File: src/design/acc_pkg.sv
// Behaviour
// - comparator runs only while control bit 7 is one
// - bit 6 picks external positive pin (0) or internal bandgap (1)
// - result high when non-inverting input exceeds inverting input
// - bit 5 flag sets on a transition matching selected event type
// - writing one to bit 5 clears the flag; zero leaves it
// - interrupt asserted while bit 4 is one and flag is set
// - bit 3 reads live comparator level; writes do not affect it
// - level bit forced and read as zero while comparator disabled
// - result driven on output pin only while bit 2 is one
// - bits 1:0 event: 00 fall, 01 rise, 10 fall, 11 either edge
// - comparator keeps running in wait mode when enabled beforehand
// - comparator disabled in every stop mode, never wakes from stop
// - deep stop wake resets block; light stop interrupt exit keeps state
package acc_pkg;
  localparam logic [31:0] ADDR_STATUS_CONTROL = 32'h0000_0000;
  localparam logic [31:0] ADDR_IRQ_STATUS = 32'h0000_0004;
  localparam logic [31:0] ADDR_IRQ_MASK = 32'h0000_0008;
  localparam int BIT_ON = 7;
  localparam int BIT_REF = 6;
  localparam int BIT_FLAG = 5;
  localparam int BIT_IRQ_EN = 4;
  localparam int BIT_LEVEL = 3;
  localparam int BIT_PIN_EN = 2;
  localparam logic [7:0] SC_RESET = 8'h00;
  localparam logic [7:0] SC_WRITABLE = 8'hD7;
  localparam logic [1:0] EVT_FALL0 = 2'h0;
  localparam logic [1:0] EVT_RISE = 2'h1;
  localparam logic [1:0] EVT_FALL2 = 2'h2;
  localparam logic [1:0] EVT_EITHER = 2'h3;
  localparam logic [1:0] IRQ_RESET = 2'h0;
  localparam int SYNC_STAGES = 3;

  typedef struct packed {
    logic on;
    logic refSelect;
    logic flag;
    logic irqEnable;
    logic level;
    logic pinEnable;
    logic [1:0] eventType;
  } acc_sc_type;

  typedef struct packed {
    logic stop;
    logic deepStop;
    logic wait_;
  } acc_power_type;
endpackage : acc_pkg

File: src/design/acc_edge_detect.sv
`timescale 1ns/1ps
module acc_edge_detect (
  input wire logic sys_clk,
  input wire logic sys_rst,
  input wire logic active,
  input wire logic level,
  input wire logic stable,
  input wire logic [1:0] eventType,
  output logic eventHit,
  output logic level_q
);
  function automatic logic match(input logic [1:0] sel, input logic rise, input logic fall);
    case (sel)
      acc_pkg::EVT_RISE: match = rise;
      acc_pkg::EVT_EITHER: match = rise | fall;
      default: match = fall;
    endcase
  endfunction : match

  logic rise;
  logic fall;

  // while active, level only updates once the last two sync stages agree; inactive forces it to zero
  always_ff @(posedge sys_clk) begin
    if (sys_rst) begin
      level_q <= 1'b0;
    end else if (!active) begin
      level_q <= 1'b0;
    end else if (stable) begin
      level_q <= level;
    end
  end

  assign rise = active && stable && level && !level_q;
  assign fall = active && stable && !level && level_q;
  assign eventHit = match(eventType, rise, fall);
endmodule : acc_edge_detect

File: src/design/acc_sync.sv
`timescale 1ns/1ps
module acc_sync #(
  parameter int STAGES = acc_pkg::SYNC_STAGES
) (
  input wire logic sys_clk,
  input wire logic sys_rst,
  input wire logic asyncIn,
  output logic syncOut,
  output logic stable
);
  logic [STAGES-1:0] chain_q;

  // first stage is read only by the second
  always_ff @(posedge sys_clk) begin
    if (sys_rst) begin
      chain_q <= '0;
    end else begin
      chain_q <= {chain_q[STAGES-2:0], asyncIn};
    end
  end

  assign syncOut = chain_q[STAGES-1];
  assign stable = (chain_q[STAGES-1] == chain_q[STAGES-2]);
endmodule : acc_sync

File: src/design/acc_top.sv
`timescale 1ns/1ps
module acc_top (
  input wire logic sys_clk,
  input wire logic sys_rst,
  input wire logic hsel,
  input wire logic [31:0] haddr,
  input wire logic [1:0] htrans,
  input wire logic hwrite,
  input wire logic [2:0] hsize,
  input wire logic [31:0] hwdata,
  input wire logic hready,
  output logic [31:0] hrdata,
  output logic hreadyout,
  output logic hresp,
  input wire logic analogResult,
  input wire acc_pkg::acc_power_type power,
  output logic comparatorPower,
  output logic referenceSourceSelect,
  output logic comparatorOutputPin,
  output logic comparatorOutputPinOe,
  output logic irq,
  output logic compareIrq
);
  acc_pkg::acc_sc_type sc_q;
  logic [1:0] irqStatus_q;
  logic [1:0] irqMask_q;
  logic wrPend_q;
  logic [31:0] wrAddr_q;
  logic syncLevel;
  logic syncStable;
  logic eventHit;
  logic levelNow;
  logic active;
  logic addrPhase;
  logic flagClear;
  logic [31:0] rdData_d;
  logic [1:0] irqEvents;

  // comparator idles in stop; wait keeps it running
  assign active = sc_q.on && !power.stop;
  assign comparatorPower = active;
  assign referenceSourceSelect = sc_q.refSelect;

  acc_sync #(
    .STAGES(acc_pkg::SYNC_STAGES)
  ) u_sync (
    .sys_clk(sys_clk),
    .sys_rst(sys_rst),
    .asyncIn(analogResult),
    .syncOut(syncLevel),
    .stable(syncStable)
  );

  acc_edge_detect u_edge (
    .sys_clk(sys_clk),
    .sys_rst(sys_rst),
    .active(active),
    .level(syncLevel),
    .stable(syncStable),
    .eventType(sc_q.eventType),
    .eventHit(eventHit),
    .level_q(levelNow)
  );

  assign addrPhase = hsel && hready && htrans[1];
  assign hreadyout = 1'b1;
  assign hresp = 1'b0;
  assign flagClear = wrPend_q && (wrAddr_q == acc_pkg::ADDR_STATUS_CONTROL) &&
                     hwdata[acc_pkg::BIT_FLAG];

  always_ff @(posedge sys_clk) begin
    if (sys_rst || power.deepStop) begin
      wrPend_q <= 1'b0;
      wrAddr_q <= 32'h0000_0000;
    end else begin
      wrPend_q <= addrPhase && hwrite;
      wrAddr_q <= {haddr[31:2], 2'b00};
    end
  end

  // control fields; the flag and level bits have their own logic
  always_ff @(posedge sys_clk) begin
    if (sys_rst || power.deepStop) begin
      sc_q.on <= 1'b0;
      sc_q.refSelect <= 1'b0;
      sc_q.irqEnable <= 1'b0;
      sc_q.pinEnable <= 1'b0;
      sc_q.eventType <= acc_pkg::EVT_FALL0;
    end else if (wrPend_q && wrAddr_q == acc_pkg::ADDR_STATUS_CONTROL) begin
      sc_q.on <= hwdata[acc_pkg::BIT_ON];
      sc_q.refSelect <= hwdata[acc_pkg::BIT_REF];
      sc_q.irqEnable <= hwdata[acc_pkg::BIT_IRQ_EN];
      sc_q.pinEnable <= hwdata[acc_pkg::BIT_PIN_EN];
      sc_q.eventType <= hwdata[1:0];
    end
  end

  // set wins over a simultaneous clear
  always_ff @(posedge sys_clk) begin
    if (sys_rst || power.deepStop) begin
      sc_q.flag <= 1'b0;
    end else if (eventHit) begin
      sc_q.flag <= 1'b1;
    end else if (flagClear) begin
      sc_q.flag <= 1'b0;
    end
  end

  always_comb begin
    sc_q.level = levelNow;
  end

  assign irqEvents = {eventHit, eventHit && sc_q.eventType == acc_pkg::EVT_EITHER};

  always_ff @(posedge sys_clk) begin
    if (sys_rst || power.deepStop) begin
      irqStatus_q <= acc_pkg::IRQ_RESET;
      irqMask_q <= acc_pkg::IRQ_RESET;
    end else begin
      irqStatus_q <= irqEvents | (irqStatus_q &
        ~((wrPend_q && wrAddr_q == acc_pkg::ADDR_IRQ_STATUS) ? hwdata[1:0] : 2'b00));
      if (wrPend_q && wrAddr_q == acc_pkg::ADDR_IRQ_MASK) begin
        irqMask_q <= hwdata[1:0];
      end
    end
  end

  assign compareIrq = sc_q.irqEnable && sc_q.flag;
  assign irq = |(irqStatus_q & irqMask_q);

  always_comb begin
    rdData_d = 32'h0000_0000;
    case ({haddr[31:2], 2'b00})
      acc_pkg::ADDR_STATUS_CONTROL: rdData_d = {24'h00_0000, sc_q};
      acc_pkg::ADDR_IRQ_STATUS: rdData_d = {30'h0000_0000, irqStatus_q};
      acc_pkg::ADDR_IRQ_MASK: rdData_d = {30'h0000_0000, irqMask_q};
      default: rdData_d = 32'h0000_0000;
    endcase
  end

  always_ff @(posedge sys_clk) begin
    if (sys_rst) begin
      hrdata <= 32'h0000_0000;
    end else if (addrPhase && !hwrite) begin
      hrdata <= rdData_d;
    end
  end

  always_ff @(posedge sys_clk) begin
    if (sys_rst || power.deepStop) begin
      comparatorOutputPin <= 1'b0;
      comparatorOutputPinOe <= 1'b0;
    end else begin
      comparatorOutputPin <= sc_q.pinEnable && levelNow;
      comparatorOutputPinOe <= sc_q.pinEnable;
    end
  end

  a_irq_gate: assert property (@(posedge sys_clk) disable iff (sys_rst)
    compareIrq == (sc_q.irqEnable && sc_q.flag)) else $error("irq gate wrong");
  a_level_off: assert property (@(posedge sys_clk) disable iff (sys_rst)
    !sc_q.on |=> !levelNow) else $error("level not zero when off");
  a_flag_set: assert property (@(posedge sys_clk) disable iff (sys_rst || power.deepStop)
    eventHit |=> sc_q.flag) else $error("flag not set");
  a_flag_clear: assert property (@(posedge sys_clk) disable iff (sys_rst || power.deepStop)
    flagClear && !eventHit |=> !sc_q.flag) else $error("flag not cleared");
  a_flag_keep: assert property (@(posedge sys_clk) disable iff (sys_rst || power.deepStop)
    sc_q.flag && !flagClear |=> sc_q.flag) else $error("flag lost");
  a_stop_off: assert property (@(posedge sys_clk) disable iff (sys_rst)
    power.stop |-> !comparatorPower) else $error("active in stop");
  a_pin_off: assert property (@(posedge sys_clk) disable iff (sys_rst)
    !sc_q.pinEnable |=> !comparatorOutputPinOe) else $error("pin driven");
  a_rise_only: assert property (@(posedge sys_clk) disable iff (sys_rst)
    sc_q.eventType == acc_pkg::EVT_RISE && eventHit |=> levelNow)
    else $error("rise event wrong");
  a_sync_depth: assert property (@(posedge sys_clk) disable iff (sys_rst)
    eventHit |-> $past(analogResult, 3) == syncLevel) else $error("unsynced edge");

  c_rise: cover property (@(posedge sys_clk) eventHit && sc_q.eventType == acc_pkg::EVT_RISE);
  c_either: cover property (@(posedge sys_clk) eventHit && sc_q.eventType == acc_pkg::EVT_EITHER);
  c_irq: cover property (@(posedge sys_clk) compareIrq);
endmodule : acc_top

File: config.mk
export PLATFORM = sky130hd
export DESIGN_NAME = acc_top
export DESIGN_NICKNAME = d
export VERILOG_FILES = /design/src/design/acc_pkg.sv /design/src/design/acc_edge_detect.sv /design/src/design/acc_sync.sv /design/src/design/acc_top.sv
export SDC_FILE = /design/constraint.sdc
export NUM_CORES = 1
export LEC_CHECK = 0
export BUFFER_PORTS_ARGS = -buffer_cell sky130_fd_sc_hd__buf_2
export CORE_AREA = 2 2 76 96
export DETAILED_ROUTE_END_ITERATION = 6
export DIE_AREA = 0 0 78 98
export GPL_TIMING_DRIVEN = 0
export SLEW_MARGIN = 25
export SYNTH_ARGS = -nofsm -noshare
export SYNTH_HDL_FRONTEND = slang
export SYNTH_SLANG_ARGS = --single-unit
File: constraint.sdc
create_clock -name sys_clk -period 1.59 [get_ports sys_clk]
set_input_delay 0.318 -clock sys_clk [delete_from_list [all_inputs] [get_ports sys_clk]]
set_output_delay 0.318 -clock sys_clk [all_outputs]
set_load 0.01 [all_outputs]
==> results of run 1 <==
-- logic make-up (layout without fill, tap and decap cells) --
family	after synthesis	after routing
buf+inv	33	102
flops	56	56
simple gates	102	102
xor+xnor	2	2
other cells	2	26
mux	8	8
compound gates	25	25
-- per-stage QoR --
stage          utilization  hold slack (ns)
3_3_place_gp         0.417            0.440
2_1_floorplan            -            0.390
6_report             0.437            0.216
5_1_grt              0.437            0.206
3_5_place_dp         0.417            0.435
4_1_cts              0.431            0.208
-- synthesized netlist by cell type, types with 3 or more instances --
master	instances
nor2b_1	5
mux2i_1	8
nand3b_1	3
clkbuf_1	4
nor4_1	8
nand2_1	17
a21oi_1	3
nor4_4	5
and2_1	33
nor4_2	3
a22o_1	7
o21ai_0	5
dfxtp_1	56
nor3_1	3
nor2_1	8
nand3_1	4
nand4_1	3
buf_4	26
-- placed cells by master (no fill, tap or decap), drive strengths merged --
| cell | n |
|---|---|
| xnor2 | 1 |
| mux2i | 8 |
| clkbuf | 10 |
| a31o | 2 |
| and3 | 1 |
| a21boi | 1 |
| o31ai | 2 |
| nor4 | 16 |
| nand3 | 4 |
| o21ai | 5 |
| and4b | 1 |
| nand3b | 3 |
| nand2b | 2 |
| o211ai | 2 |
| a211oi | 2 |
| conb | 26 |
| nand2 | 17 |
| dfxtp | 56 |
| a2111oi | 1 |
| buf | 88 |
| xor2 | 1 |
| nor2b | 5 |
| inv | 3 |
| a21oi | 3 |
| or2 | 2 |
| and2 | 33 |
| nand4 | 4 |
| nor3 | 3 |
| clkinv | 1 |
| nor4b | 2 |
| a22o | 7 |
| nor2 | 9 |
-- where the power goes --
group | total, W | internal (W) | switching (W)
sequential | 0.00146 | 0.00144 | 0.0000269
clock | 0.000816 | 0.000357 | 0.000459
combinational | 0.000271 | 0.000141 | 0.000129
total | 0.00255 | 0.00193 | 0.000614
-- final cells by class --
cell class,count,area (µm²),share of cell area
plain buffers,31,215,0.0724
clock buffers,6,82.6,0.0278
clock inverters,2,13.8,0.00463
inverters,2,7.51,0.00253
multi-input cells,163,1110,0.373
flip-flops and latches,56,1120,0.378
well taps,90,113,0.0379
repair buffers,61,310,0.104
-- layer usage --
layer / up-vias / global-route usage
met5: - / 0
met4: 0 / 0.0445
met3: 6 / 0.0351
met2: 65 / 0.215
met1: 777 / 0.165
li1: 919 / -
-- worst max-delay path by stage --
stage,to,slack (ns),cells after the start,from
4_1_cts,sc_q[2],0.004,4,wrAddr_q[6]
6_report,sc_q[2],0.08,5,wrAddr_q[23]
2_1_floorplan,sc_q[2],0.22,4,wrAddr_q[6]
3_5_place_dp,hrdata[5],-0.19,5,haddr[21]
5_1_grt,sc_q[2],-0.05,5,wrAddr_q[23]
3_3_place_gp,hrdata[6],-0.18,5,haddr[21]
-- flip-flops by register name, indices dropped and copies added (netlist names) --
register	cells
irqMask_q	2
u_edge.level_q	1
comparatorOutputPin	1
wrPend_q	1
wrAddr_q	30
u_sync.chain_q	3
referenceSourceSelect	1
hrdata	8
comparatorOutputPinOe	1
sc_q	6
irqStatus_q	2
-- timing repair --
| action | 4_1_cts | 5_1_grt |
|---|---|---|
| setup buffers | 0 | 2 |
| resized for setup | 0 | 6 |
| hold endpoints to repair | 0 | 0 |
| endpoints found under the setup margin | 0 | 8 |
==> flow_metrics.tcl, run 1 <==
set metrics [dict create \
    status "completed" \
    synth_top_area_frac 0.480 \
    r2r_end "sc_q[2]" \
    cts_tree "built" \
    dr.pass1.iters 4 \
    clkSinkCount 56 \
    grt_max_degree 18 \
    drive_above_1_share 0.352 \
    fillers 692 \
    instances_no_fill 411 \
    clk_pin_slew_ns 0.10 \
    synth_area_leaders "dfxtp_1 (48%), and2_1 (8.8%), buf_4 (8.4%)" \
    antenna_left 0 \
    fmax_ghz 0.664 \
    cp_top_family "simple AND/OR/NAND/NOR gates" \
    hp-start "haddr[23]" \
    synth-compound-area-share 0.0771 \
    synth_top_cell_by_area "dfxtp_1" \
    min_path_cells 2 \
    cap_violations 0 \
    drt_first_iter_violations 63 \
    design.core.area_um2 6810 \
    fin_crit_sh 0.947 \
    netlist-cell-type-count 37 \
    dpl-instance-area_um2 2840 \
    io_buffer_count 59 \
    period_needed_ns 1.51 \
    rows 34 \
    holdPathEnd "wrAddr_q[23]" \
    nets 398 \
    drt-total-wl_um 4860 \
    fp.dieH_um 98 \
    drc_errors 0 \
    ys_async_sr_fraction 0 \
    grt_pass1_wl_um 7800 \
    synth_ff_type "dfxtp_1" \
    finalHoldViolCount 0 \
    cp_max_fo 3 \
    drt-vias-per-instance 4.30 \
    synthAdderAreaFrac 0 \
    postSynthAreaPerCell_um2 10.3 \
    r2r_cells 5 \
    cp.arrival_ns 1.75 \
    syn2layout_area_growth_pct 27.1 \
    hpwl_um 3890 \
    gr-total-overflow 0 \
    cp_slowest_stage_delay_ns 0.34 \
    cts_hold_buf 0 \
    diodes 0 \
    ios 118 \
    rsz0062_at_grt "true" \
    antenna_found_initial 0 \
    ys_ff_latch 56 \
    crit_buf_inv 1 \
    top_layer_used "met4" \
    finalClockSkew_ns 0.00683 \
    wl_met2_um 2310 \
    cp_cell_sequence "nor4_4 > nand4_1 > buf_4 > nor4_4 > mux2i_1" \
    timing.rr.start "wrAddr_q[23]" \
    relSlewSlack 0.651 \
    synthMuxAreaShare 0.0343 \
    worst_slack_ns 0.0843 \
    synth_top_family_by_area "simple AND/OR/NAND/NOR gates" \
    power_density_nw_per_um2 858 \
    totalPowerFinal_w 0.00255 \
    vias 1767 \
    stdcell_area_um2 2970 \
    cp-start-kind "flop" \
    wl_per_cell_um 11.8 \
    dieArea_um2 7640 \
    p_leak_nw 1.32 \
    insertion_delay_ns 0.31 \
    slew_violations 0 \
    setup_tns_ns 0 \
    cts_buffers 5 \
    synth_simple_gate_area_share 0.303 \
    grt_pass1_vias 1644 \
    endpoint_kind "flop" \
    worstMarginPinSlew_ns 0.522 \
    critical_path.slowest_cell "dfxtp_1" \
    met1_length_um 2140 \
    pre_cts_slack_ns -0.186 \
    rrSetupSlack_ns 0.08 \
    setup_viol 0 \
    synthCells 228 \
    yosys_warnings 0 \
    h-tree-depth 2 \
    synth-xor-area-share 0.00749 \
    place_inst 401 \
    die_w_um 78 \
    initial_core_util 0.343 \
    grt_usage 0.131 \
    clock_path_buffers 2 \
    critPathMostFrequentCell "nor4_4" \
    synth_edf_count 0 \
    cts_root_buffer "clkbuf_8" \
    ir_worst_vdd_mv 0.412 \
    worstPathRequired_ns 1.84 \
    dr_wl_met3_um 335 \
    min_path_type "in -> reg" \
    place_congestion 0.746 \
    synth_area_um2 2340 \
    ys_seq_area_frac 0.480 \
    crit_type "reg -> reg" \
]
No activity file was read; power rests on OpenSTA's default activity.
==> run 2: changes to the inputs <==
--- a/config.mk
+++ b/config.mk
@@ -6,11 +6,12 @@
 export NUM_CORES = 1
 export LEC_CHECK = 0
 export BUFFER_PORTS_ARGS = -buffer_cell sky130_fd_sc_hd__buf_2
-export CORE_AREA = 2 2 76 96
+export CORE_AREA = 2 2 75 95
 export DETAILED_ROUTE_END_ITERATION = 6
-export DIE_AREA = 0 0 78 98
+export DIE_AREA = 0 0 77 97
 export GPL_TIMING_DRIVEN = 0
 export SLEW_MARGIN = 25
 export SYNTH_ARGS = -nofsm -noshare
 export SYNTH_HDL_FRONTEND = slang
+export SYNTH_HIERARCHICAL = 1
 export SYNTH_SLANG_ARGS = --single-unit
==> flow_metrics.tcl, run 2 <==
set metrics [dict create \
    clk_pin_slew_ns 0.10 \
    cts_root_buffer "clkbuf_8" \
    fillers 673 \
    grt_usage 0.134 \
    clock_path_buffers 2 \
    gr-total-overflow 0 \
    synth_area_um2 2310 \
    drc_errors 0 \
    syn2layout_area_growth_pct 27.9 \
    synthAdderAreaFrac 0 \
    die_w_um 77 \
    reg.largest.list "wrAddr_q x30, hrdata x8, sc_q x6" \
    h-tree-depth 2 \
    ios 118 \
    cp_cell_sequence "nor4_4 > and4_1 > buf_4 > a41oi_1 > o21a_1" \
    fmax_ghz 0.680 \
    synth_top_area_frac 0.486 \
    synth_simple_gate_area_share 0.295 \
    drt_first_iter_violations 60 \
    crit_type "reg -> reg" \
    endpoint_kind "flop" \
    setup_tns_ns 0 \
    instances_no_fill 406 \
    place_congestion 0.780 \
    synthMuxAreaShare 0.0130 \
    io_buffer_count 59 \
    dieArea_um2 7470 \
    grt_max_degree 19 \
    cp_max_fo 9 \
    pre_cts_slack_ns -0.232 \
    cts_tree "built" \
    hpwl_um 4070 \
    fin_crit_sh 0.925 \
    vias 1796 \
    p_leak_nw 1.33 \
    diodes 0 \
    rows 33 \
    ys_seq_area_frac 0.486 \
    antenna_found_initial 0 \
    fp.dieH_um 97 \
    worst_slack_ns 0.119 \
    cts_hold_buf 0 \
    ys_ff_latch 56 \
    clkSinkCount 56 \
    synth_top_cell_by_area "dfxtp_1" \
    largest_reg_flops 30 \
    critical_path.slowest_cell "dfxtp_1" \
    ys_async_sr_fraction 0 \
    nets 396 \
    grt_pass1_wl_um 7830 \
    slew_violations 0 \
    min_path_type "in -> reg" \
    postSynthAreaPerCell_um2 10.2 \
    synth.most_common_cell "dfxtp_1" \
    synth_area_leaders "dfxtp_1 (49%), buf_4 (8.8%), and2_1 (8.4%)" \
    cts_buffers 5 \
    cp-start-kind "flop" \
    synth_top_family_by_area "simple AND/OR/NAND/NOR gates" \
    antenna_left 0 \
    relSlewSlack 0.622 \
    finalClockSkew_ns 0.00708 \
    synth_ff_type "dfxtp_1" \
    final_cell_mix "buf_2 (60), dfxtp_1 (56), and2_1 (31)" \
    cp.arrival_ns 1.68 \
    wl_per_cell_um 12.4 \
    synth_common_cells "dfxtp_1 (56), and2_1 (31), buf_4 (27)" \
    synthCells 227 \
    netlist-cell-type-count 37 \
    yosys_warnings 6 \
    final_common_cell "buf_2" \
    status "completed" \
    power_density_nw_per_um2 906 \
    worstPathRequired_ns 1.80 \
    drive_above_1_share 0.351 \
    drt-total-wl_um 5020 \
    setup_viol 0 \
    dr.pass1.iters 4 \
    synth_edf_count 0 \
    finalHoldViolCount 0 \
    initial_core_util 0.354 \
    synth-compound-area-share 0.0960 \
    cap_violations 0 \
    period_needed_ns 1.47 \
    drt-vias-per-instance 4.42 \
    synth-xor-area-share 0.00380 \
    grt_pass1_vias 1668 \
    place_inst 397 \
    worstMarginPinSlew_ns 0.565 \
    design.core.area_um2 6520 \
    cp_slowest_stage_delay_ns 0.34 \
    regMostFlops "wrAddr_q" \
    ir_worst_vdd_mv 0.344 \
    insertion_delay_ns 0.31 \
]
run 2: path summary, 6_finish.rpt:
kind	from	end	slack [ns]	cells past startpoint
worst max-delay path	wrAddr_q[11]	irqStatus_q[0]	0.12	5
worst min-delay path	haddr[13]	wrAddr_q[13]	0.22	2
worst max register to register	wrAddr_q[11]	irqStatus_q[0]	0.12	5
worst min register to register	u_sync/chain_q[0]	u_sync/chain_q[1]	0.46	1
run 2: layout make-up:
class | count | area, µm² | area share
Inverter | 4 | 15.0 | 0.00509
Clock inverter | 3 | 46.3 | 0.0157
Clock buffer | 5 | 68.8 | 0.0233
Multi-Input combinational cell | 159 | 1070 | 0.361
Buffer | 32 | 223 | 0.0755
Sequential cell | 56 | 1120 | 0.380
Tap cell | 87 | 109 | 0.0369
Timing Repair Buffer | 60 | 303 | 0.103
run 2: metrics by stage:
stage / hold slack, ns / util / total power [W] / cell area (µm²)
after floorplan: 0.384 / - / 0.00165 / 2400
after global placement: 0.436 / 0.429 / 0.00175 / 2800
after detailed placement: 0.447 / 0.429 / 0.00176 / 2800
after CTS: 0.207 / 0.448 / 0.00270 / 2920
after global routing: 0.205 / 0.452 / 0.00280 / 2950
final: 0.219 / 0.452 / 0.00268 / 2950
run 2: repair_timing:
| action | in CTS | in global routing |
|---|---|---|
| pin swaps | 1 | 0 |
| endpoints found under the setup margin | 8 | 11 |
| hold endpoints to repair | 0 | 0 |
| cloned | 0 | 0 |
| gates resized for setup | 0 | 4 |
| buffers inserted | 1 | 0 |
run 2: power breakdown:
part / total (W) / switching [W] / internal (W)
clock network: 0.000942 / 0.000467 / 0.000475
registers: 0.00146 / 0.0000227 / 0.00144
logic: 0.000275 / 0.000135 / 0.000140
run 2: per-layer routing:
layer / routed length (µm) / vias up / global-route usage
li1: - / 926 / -
met1: 2130 / 800 / 0.156
met2: 2510 / 60 / 0.235
met3: 306 / 10 / 0.0317
met4: 80 / 0 / 0.0522
met5: 0 / - / 0
run 2: cell families (layout without fill, tap and decap cells):
kind of cell / count (synthesis) / after routing
simple gates: 95 / 95
other cells: 2 / 26
compound gates: 34 / 34
xor+xnor: 1 / 1
buf+inv: 36 / 104
flops: 56 / 56
mux: 3 / 3
run 2: critical path, delay by kind of cell (launching register included):
kind,cells,cell delay (ns)
flops,1,0.34
compound gates,2,0.31
buf+inv,1,0.16
simple gates,2,0.56
